File: config.mk
export PLATFORM = sky130hd
export DESIGN_NAME = sli_status_led
export DESIGN_NICKNAME = d
export VERILOG_FILES = /design/src/verilog/sli_pkg.sv /design/src/verilog/sli_status_led.sv
export SDC_FILE = /design/constraint.sdc
export NUM_CORES = 1
export LEC_CHECK = 0
export BUFFER_PORTS_ARGS = -buffer_cell sky130_fd_sc_hd__buf_2
export CORE_MARGIN = 2
export CORE_UTILIZATION = 30
export CTS_CLUSTER_DIAMETER = 80
export DETAILED_ROUTE_END_ITERATION = 12
export PLACE_DENSITY = 0.44
export SLEW_MARGIN = 20
export SYNTH_ARGS = -nofsm -noshare
export SYNTH_HDL_FRONTEND = slang
export SYNTH_SLANG_ARGS = --single-unit
File: constraint.sdc
create_clock -name core_clk_i -period 4.5 [get_ports core_clk_i]
set_clock_uncertainty 0.1 [all_clocks]
set_input_delay 0.45 -clock core_clk_i [delete_from_list [all_inputs] [get_ports core_clk_i]]
set_output_delay 0.45 -clock core_clk_i [all_outputs]
set_load 0.02 [all_outputs]
File: src/verilog/sli_pkg.sv
// Package for the status indicator block: register map, fields, timing, carriers
package sli_pkg;

	// Clock rate and derived millisecond prescale
	localparam int unsigned CLK_HZ        = 10_000_000;
	localparam int unsigned MS_PER_S      = 1000;
	localparam int unsigned MS_CYCLES     = CLK_HZ / MS_PER_S;

	// Pattern timing in milliseconds
	localparam int unsigned FLASH_PERIOD_MS = 1000;
	localparam int unsigned CONFL_ON_MS     = FLASH_PERIOD_MS / 2;
	localparam int unsigned SLOW_HALF_MS    = 250;
	localparam logic [15:0] PULSE_MS_RST    = 16'h0032;

	// Register byte offsets
	localparam logic [4:0] REG_CTRL  = 5'h00;
	localparam logic [4:0] REG_STAT  = 5'h04;
	localparam logic [4:0] REG_ISTS  = 5'h08;
	localparam logic [4:0] REG_IMSK  = 5'h0c;
	localparam logic [4:0] REG_PULSE = 5'h10;

	// Field positions
	localparam int CTRL_LAMP_BIT = 0;
	localparam int STAT_LED_LSB  = 8;
	localparam int IRQ_W         = 6;
	localparam int IRQ_RS        = 0;
	localparam int IRQ_MESH      = 1;
	localparam int IRQ_ETH       = 2;
	localparam int IRQ_LINK      = 3;
	localparam int IRQ_CONFL     = 4;
	localparam int IRQ_FAULT     = 5;

	// Activity channels
	localparam int ACT_N    = 3;
	localparam int ACT_RS   = 0;
	localparam int ACT_MESH = 1;
	localparam int ACT_ETH  = 2;

	// Kind of a received mesh message
	typedef enum logic [1:0] {
		MESH_CMD,
		MESH_BURST,
		MESH_EVENT,
		MESH_OTHER
	} sli_mesh_kind_t;

	// Receive events, one-cycle pulses with qualifiers
	typedef struct packed {
		logic           rs_msg;
		logic           rs_for_me;
		logic           rs_err;
		logic           mesh_msg;
		sli_mesh_kind_t mesh_kind;
		logic           mesh_err;
		logic           eth_msg;
		logic           eth_for_me;
		logic           eth_err;
	} sli_evt_t;

	// Steady status levels
	typedef struct packed {
		logic eth_link;
		logic ip_conflict;
		logic hw_fault;
		logic hw_recover;
		logic app_run;
		logic app_ready;
	} sli_lvl_t;

	// LED drive levels, high lights the LED
	typedef struct packed {
		logic eth;
		logic fault;
		logic mesh;
		logic pwr;
		logic rs;
	} sli_led_t;

endpackage : sli_pkg

File: src/verilog/sli_status_led.sv
// Front-panel status indicator logic with AHB-Lite register slave
`timescale 1ns/100ps

// Register map, one aligned word each, unused bits read zero
//   0x00 control: bit 0 lamp test, forces all five LEDs on
//   0x04 status, read only:
//        bit 0 application ready level
//        bit 1 application running level
//        bit 2 recovery in progress level
//        bit 3 hardware fault level
//        bit 4 address conflict level
//        bit 5 ethernet link level
//        bits 12:8 the registered LED drive word
//   0x08 sticky event status, write one to clear:
//        bit 0 qualified serial message
//        bit 1 qualified mesh command
//        bit 2 qualified ethernet frame
//        bit 3 link change, either direction
//        bit 4 address conflict appears
//        bit 5 hardware fault appears
//   0x0c interrupt mask, same layout, one enables
//   0x10 flash on-time in milliseconds, zero stores one
// Any other address reads zero and ignores writes.
//
// Bus timing
//   Zero wait states: the slave is ready in every cycle.
//   Read data is captured at the address phase edge,
//   so it stands for the whole following data phase.
//   Writes land at the edge that closes the data phase;
//   a read whose address phase overlaps that data phase still sees the old value.
//   Transfer size is not decoded; masters use words.
//
// Pattern timing
//   A prescaler makes a one-cycle millisecond enable.
//   A free-running counter wraps every 1000 ms and
//   all blink patterns are decoded from that one count,
//   so power and fault blinking stay in phase.
//   Slow blink: on for ms 0-249 and 500-749.
//   Conflict blink: on for the first 500 ms of a second.
//   The counter is never restarted by a level change,
//   so the first blink after a change may be shortened.
//
// Activity flashes
//   Each qualified message reloads a per-channel counter
//   with the programmed on-time; the counter then falls
//   by one per millisecond enable.  Because the enable is
//   free running the seen on-time lies between the value
//   minus one and the value in milliseconds.
//   A burst of messages keeps the LED lit, which is the
//   intent: an operator cannot resolve faster flashes.
//   Ethernet activity is shown as a dark gap in the steady
//   link light, since the link light is normally on.
//
// Interrupts
//   Status bits are sticky; an event in the same cycle as
//   a clear wins, so no event is ever lost to software.
//   The interrupt line is the OR of the status bits ANDed with the mask,
//   registered from their next values, so it changes at the same edge as they do.
//
// Lamp test
//   Overrides every pattern but leaves the internal
//   counters running, so patterns resume in phase.

// Summary of operation
// - Valid serial message gives short flash
// - Foreign or errored serial message stays dark
// - Serial LED off without traffic
// - Power LED steady when fully ready
// - Power LED flashes while app not ready
// - Power LED off when not running
// - Valid mesh message gives short flash
// - Mesh commands flash, bursts and events not
// - Mesh LED off without traffic
// - Fault LED steady on fault, else off
// - Fault LED flashes during recovery
// - Ethernet LED steady while link up
// - Ethernet LED pulses once per message
// - No pulse for foreign or errored frames
// - Address conflict flashes once per second
// - Ethernet LED off without link
module sli_status_led #(
	parameter int unsigned MS_CYC = sli_pkg::MS_CYCLES
) (
	input  wire logic              core_clk_i,
	input  wire logic              reset_i,
	input  wire sli_pkg::sli_evt_t evt_i,
	input  wire sli_pkg::sli_lvl_t lvl_i,
	output sli_pkg::sli_led_t      led_o,
	output logic                   irq_o,
	input  wire logic              hsel_i,
	input  wire logic [31:0]       haddr_i,
	input  wire logic [1:0]        htrans_i,
	input  wire logic              hwrite_i,
	input  wire logic [2:0]        hsize_i,
	input  wire logic [31:0]       hwdata_i,
	input  wire logic              hready_i,
	output logic [31:0]            hrdata_o,
	output logic                   hreadyout_o,
	output logic                   hresp_o
);
	import sli_pkg::*;

	// Whole block state in one record
	typedef struct packed {
		logic [23:0]             ms_pre;
		logic [9:0]              ms_cnt;
		logic [ACT_N-1:0][15:0]  act_cnt;
		logic [15:0]             pulse_ms;
		logic                    lamp;
		logic [IRQ_W-1:0]        ists;
		logic [IRQ_W-1:0]        imsk;
		logic                    link_q;
		logic                    confl_q;
		logic                    fault_q;
		logic                    dp_act;
		logic                    dp_write;
		logic [4:0]              dp_addr;
		logic [31:0]             rdata;
		logic                    rdy;
		logic                    resp;
		logic                    irq;
		sli_led_t                led;
	} sli_state_t;

	sli_state_t st_reg;
	sli_state_t st_next;

	logic                    ms_tick;
	logic                    slow_on;
	logic                    confl_on;
	logic [ACT_N-1:0]        act_hit;
	logic [ACT_N-1:0]        act_on;
	logic [IRQ_W-1:0]        irq_set;
	logic [IRQ_W-1:0]        irq_clr;
	logic                    addr_ok;
	logic [31:0]             rd_val;
	logic                    pwr_led;
	logic                    fault_led;
	logic                    eth_led;

	// Millisecond enable from the system clock
	assign ms_tick = (st_reg.ms_pre == 24'(MS_CYC - 1));

	// Square waves: half-second slow blink and one-second conflict blink
	assign slow_on  = (st_reg.ms_cnt < 10'(SLOW_HALF_MS))
		|| ((st_reg.ms_cnt >= 10'(2 * SLOW_HALF_MS))
		&& (st_reg.ms_cnt < 10'(3 * SLOW_HALF_MS)));
	assign confl_on = (st_reg.ms_cnt < 10'(CONFL_ON_MS));

	// Qualify the receive events before they may start a flash
	assign act_hit[ACT_RS]   = evt_i.rs_msg && evt_i.rs_for_me && !evt_i.rs_err;
	assign act_hit[ACT_MESH] = evt_i.mesh_msg && !evt_i.mesh_err
		&& (evt_i.mesh_kind == MESH_CMD);
	assign act_hit[ACT_ETH]  = evt_i.eth_msg && evt_i.eth_for_me
		&& !evt_i.eth_err && lvl_i.eth_link;

	// One stretcher per activity channel
	genvar gi;
	generate
		for (gi = 0; gi < ACT_N; gi++) begin : g_act
			assign act_on[gi] = (st_reg.act_cnt[gi] != 16'h0000);
		end
	endgenerate

	// Power: off, flashing while starting, steady once ready
	always_comb begin
		if (!lvl_i.app_run) begin
			pwr_led = 1'b0;
		end else if (!lvl_i.app_ready) begin
			pwr_led = slow_on;
		end else begin
			pwr_led = 1'b1;
		end
	end

	// Fault: recovery blinking has precedence over the steady fault
	always_comb begin
		if (lvl_i.hw_recover) begin
			fault_led = slow_on;
		end else begin
			fault_led = lvl_i.hw_fault;
		end
	end

	// Ethernet: activity shows as a dark gap in the steady link light
	always_comb begin
		if (!lvl_i.eth_link) begin
			eth_led = 1'b0;
		end else if (lvl_i.ip_conflict) begin
			eth_led = confl_on;
		end else if (act_on[ACT_ETH]) begin
			eth_led = 1'b0;
		end else begin
			eth_led = 1'b1;
		end
	end

	// Interrupt sources: messages plus edges of link, conflict and fault
	always_comb begin
		irq_set            = '0;
		irq_set[IRQ_RS]    = act_hit[ACT_RS];
		irq_set[IRQ_MESH]  = act_hit[ACT_MESH];
		irq_set[IRQ_ETH]   = act_hit[ACT_ETH];
		irq_set[IRQ_LINK]  = lvl_i.eth_link != st_reg.link_q;
		irq_set[IRQ_CONFL] = lvl_i.ip_conflict && !st_reg.confl_q;
		irq_set[IRQ_FAULT] = lvl_i.hw_fault && !st_reg.fault_q;
	end

	// Address decode of the captured data phase
	assign addr_ok = (st_reg.dp_addr <= REG_PULSE);

	// Read mux; unmapped words read as zero
	always_comb begin
		rd_val = 32'h0000_0000;
		unique case (haddr_i[4:0])
			REG_CTRL: begin
				rd_val[CTRL_LAMP_BIT] = st_reg.lamp;
			end
			REG_STAT: begin
				// Live levels, no history kept
				rd_val[0] = lvl_i.app_ready;
				rd_val[1] = lvl_i.app_run;
				rd_val[2] = lvl_i.hw_recover;
				rd_val[3] = lvl_i.hw_fault;
				rd_val[4] = lvl_i.ip_conflict;
				rd_val[5] = lvl_i.eth_link;
				rd_val[STAT_LED_LSB +: 5] = st_reg.led;
			end
			REG_ISTS: begin
				rd_val[IRQ_W-1:0] = st_reg.ists;
			end
			REG_IMSK: begin
				rd_val[IRQ_W-1:0] = st_reg.imsk;
			end
			REG_PULSE: begin
				rd_val[15:0] = st_reg.pulse_ms;
			end
			default: begin
				rd_val = 32'h0000_0000;
			end
		endcase
		if (haddr_i[31:5] != 27'h0) begin
			rd_val = 32'h0000_0000;
		end
	end

	// Write-one-to-clear strobe for the sticky status
	always_comb begin
		irq_clr = '0;
		if (st_reg.dp_act && st_reg.dp_write && (st_reg.dp_addr == REG_ISTS)) begin
			irq_clr = hwdata_i[IRQ_W-1:0];
		end
	end

	// Next-state logic for the whole block
	always_comb begin
		st_next = st_reg;

		// Prescaler and one-second pattern counter
		if (ms_tick) begin
			st_next.ms_pre = 24'h00_0000;
			if (st_reg.ms_cnt == 10'(FLASH_PERIOD_MS - 1)) begin
				st_next.ms_cnt = 10'h000;
			end else begin
				st_next.ms_cnt = st_reg.ms_cnt + 10'h001;
			end
		end else begin
			st_next.ms_pre = st_reg.ms_pre + 24'h00_0001;
		end

		// Retrigger on a hit, else count the on-time down per millisecond
		for (int i = 0; i < ACT_N; i++) begin
			if (act_hit[i]) begin
				st_next.act_cnt[i] = st_reg.pulse_ms;
			end else if (ms_tick && act_on[i]) begin
				st_next.act_cnt[i] = st_reg.act_cnt[i] - 16'h0001;
			end
		end

		// Edge history for the level interrupt sources
		st_next.link_q  = lvl_i.eth_link;
		st_next.confl_q = lvl_i.ip_conflict;
		st_next.fault_q = lvl_i.hw_fault;

		// A new event outweighs a clear in the same cycle
		st_next.ists = (st_reg.ists & ~irq_clr) | irq_set;
		st_next.irq  = |(st_next.ists & st_reg.imsk);

		// Register writes land in the data phase
		if (st_reg.dp_act && st_reg.dp_write && addr_ok) begin
			unique case (st_reg.dp_addr)
				REG_CTRL: begin
					st_next.lamp = hwdata_i[CTRL_LAMP_BIT];
				end
				REG_IMSK: begin
					st_next.imsk = hwdata_i[IRQ_W-1:0];
					st_next.irq  = |(st_next.ists & hwdata_i[IRQ_W-1:0]);
				end
				REG_PULSE: begin
					// Zero would hide every flash, so one ms is the floor
					if (hwdata_i[15:0] == 16'h0000) begin
						st_next.pulse_ms = 16'h0001;
					end else begin
						st_next.pulse_ms = hwdata_i[15:0];
					end
				end
				default: begin
					st_next.lamp = st_reg.lamp;
				end
			endcase
		end

		// Address phase capture; zero wait states, always OKAY
		st_next.rdy    = 1'b1;
		st_next.resp   = 1'b0;
		st_next.dp_act = 1'b0;
		if (hready_i) begin
			st_next.dp_act   = hsel_i && htrans_i[1];
			st_next.dp_write = hwrite_i;
			st_next.dp_addr  = (haddr_i[31:5] == 27'h0) ? haddr_i[4:0] : 5'h1f;
			if (hsel_i && htrans_i[1] && !hwrite_i) begin
				st_next.rdata = rd_val;
			end
		end

		// Output patterns; lamp test lights all five at once
		st_next.led.rs    = act_on[ACT_RS];
		st_next.led.mesh  = act_on[ACT_MESH];
		st_next.led.pwr   = pwr_led;
		st_next.led.fault = fault_led;
		st_next.led.eth   = eth_led;
		if (st_reg.lamp) begin
			st_next.led = '1;
		end
	end

	// State register with synchronous reset
	always_ff @(posedge core_clk_i) begin
		if (reset_i) begin
			st_reg          <= '0;
			st_reg.pulse_ms <= PULSE_MS_RST;
			st_reg.rdy      <= 1'b1;
		end else begin
			st_reg <= st_next;
		end
	end

	// Every output straight from the state flops
	assign led_o       = st_reg.led;
	assign irq_o       = st_reg.irq;
	assign hrdata_o    = st_reg.rdata;
	assign hreadyout_o = st_reg.rdy;
	assign hresp_o     = st_reg.resp;

	// Transfer size is word-only by contract
	logic unused_size;
	assign unused_size = ^hsize_i;

endmodule : sli_status_led

==> impl_metrics.toml <==
[outcome]
status = "finished clean"

[synthesis]
syn-cell-area_um2 = 7149
synth_async_sr_flop_share_pct = 0
synth-main-ff-cell = "dfxtp_1"
synth_top_area_cell = "dfxtp_1"
synth_warnings = 0
synthTopCellsByArea = "dfxtp_1 (40%), nor2_1 (7.7%), xor2_1 (4.7%)"
synth-edff-count = 0
synth.distinct_cells = 66
syn_inst = 839
yosysMostFrequentCell = "nor2_1"
postSynthAreaPerCell_um2 = 8.521
synth_top_area_share_pct = 40.04
yosys_register_bits = 143
synth_commonest_cells = "nor2_1 (146), dfxtp_1 (143), nand2_1 (54), buf_4 (40), xor2_1 (38)"
ys_seq_area_share_pct = 40.04

[floorplanning]
io_pins = 130
num_rows = 56
coreArea_um2 = 23400
dieArea_um2 = 25080
die_h_um = 158.4
die_w_um = 158.4
start_util_pct = 30.55

[clocking]
clockBufferDepth = 2
cts_setup_buffers = 0
clock-root-buffer = "clkbuf_16"
cts_buffers = 17
clock_latency_ps = 430
cts.hold.buffers_added = 0
tritoncts = "built"
cts_resized = 0
cts.sinks = 143
cts_htree_levels = 4
path_clk_slew_ps = 70

[sta]
fin_crit_sh_pct = 60.52
maxSlewHeadroom_pct = 31.65
hold_violations = 0
setup_ws_ps = 1777
rsz0062_at_grt = "false"
hold_ws_ps = 176.7
tightest_slew_ps = 1021
min_period_ps = 2723
tns_ps = 0
setup_viol = 0
drv_slew = 0
clock.fmax_ghz = 0.3672

[power]
pwr-share-clk_pct = 48.5
internal-power_mw = 2.287
sw_frac_of_total_pct = 25.01
power_density_nw_per_um2 = 368.5
p_switching_mw = 0.7626
seqPwrFrac_pct = 43.5
peakVddDrop_mv = 0.1956
p_comb_share_pct = 8.0
leakage_nw = 3.142

[grt]
grtUsageTotal_pct = 15.86
overflow = 0
grt_start_max_net_pins = 68
grt_pass1_wl_um = 30470
grt_pass1_vias = 5496
antenna_found_initial = 0

[place]
io_buffers = 91
placed_cell_area_um2 = 7664
placed_cells = 1194
gp_congestion = 0.7867
pre_cts_slack_ps = 1795
dp_hpwl_um = 13670

[finish]
design_area_um2 = 8275
instances_no_fill = 1225
diodes = 0
drive_gt1_share_pct = 16.89
largest_register_ff_count = 121
fill_cells = 2529
fin_nets = 989
area_growth_pct = 15.75

[worst_hold_path]
hp-class = "in2reg"
hold_depth = 2

[drt]
drc = 0
wl_um = 19590
avgRoutedWirePerCell_um = 15.99
viasPerCell = 4.888
drtPass1Iterations = 6
drtIter0Drc = 388
drtAntennaViolNets = 0
num_vias = 5988

[worst_setup_path]
worst_setup_path_end_kind = "flop"
ff2ff_setup_slack_ps = 1780
required_ps = 4740
r2r_cells = 7
cp-start-kind = "flop"
crit_type = "reg2reg"
arrival_ps = 2960
cp_max_fo = 12

[run]
drv_cap = 0
## critical path: stages, from the launching register on
cell and delay, ps:
dfxtp_1 370, ha_1 220, and3_1 300, nand4_4 260, a211oi_2 760, nand4b_1 200, xor2_1 180, a211oi_1 240
## stage by stage
stage	power (mW)	utilization, %
final	3.050	35.36
after global routing	3.174	35.36
after CTS	3.103	35.36
after detailed placement	1.601	32.75
after global placement	1.600	32.75
after floorplan	1.524	-
## path summary, 6_finish.rpt
path | end | from
min | st_reg[47]$_SDFF_PP0_ | lvl_i[3]
max reg2reg | st_reg[86]$_SDFFE_PP0P_ | st_reg[137]$_SDFF_PP0_
min reg2reg | hrdata_o[2]$_SDFFE_PP0P_ | hrdata_o[2]$_SDFFE_PP0P_
max | st_reg[86]$_SDFFE_PP0P_ | st_reg[137]$_SDFF_PP0_
## cell usage in the layout (no fill, tap or decap), types with 7 or more instances in the layout
master,instances
a222oi_1,7
a211oi_1,28
o21ai_0,22
a22oi_1,21
nor2b_1,8
xnor2_1,24
nor4_1,22
and2_1,8
nor3_1,22
or3_1,10
a311oi_1,11
and3_1,15
nand4_1,16
nand3_1,25
clkbuf_16,17
nor2_1,146
buf_2,90
dfxtp_1,143
mux2i_1,10
nand2_1,54
conb_1,18
xor2_1,38
inv_1,18
a21oi_1,24
## layout make-up
cell class	instances	area, µm²	share of cell area, %
tap	319	399.1	4.823
sequential	143	2863	34.59
clock inverter	12	158.9	1.920
clock buffer	19	452.9	5.473
timing repair buffer	95	488.0	5.897
multi-input combinational	619	3846	46.48
inverter	18	67.56	0.8164
## cells by family (layout without fill, tap and decap cells)
logic type	after synthesis	count (layout)	share of synthesized area [%]
DFF	143	143	40.04
buffers and inverters	93	144	7.000
other	2	18	0.1050
and+or+nand+nor	375	375	27.91
adders and majority gates	5	5	0.8750
AOI/OAI and AO/OA	149	149	15.07
muxes	10	10	1.400
xor gates and xnor gates	62	62	7.595
## power groups by stage
| stage | Sequential [mW] | Clock [mW] | Combinational, mW |
|---|---|---|---|
| detailed placement | 1.35 | 0 | 0.247 |
| finish | 1.33 | 1.48 | 0.245 |
| CTS | 1.33 | 1.53 | 0.248 |
| floorplan | 1.35 | 0 | 0.178 |
| global route | 1.33 | 1.57 | 0.272 |
| global placement | 1.35 | 0 | 0.245 |
## per-layer routing
metal	routed length [µm]	global-route usage [%]	vias to the layer above
li1	-	-	3069
met1	9895	22.87	2802
met2	8769	23.52	105
met3	630	2.994	12
met4	290	5.577	0
met5	0	0	-
Note: power is estimated with default switching activity, not from simulation.
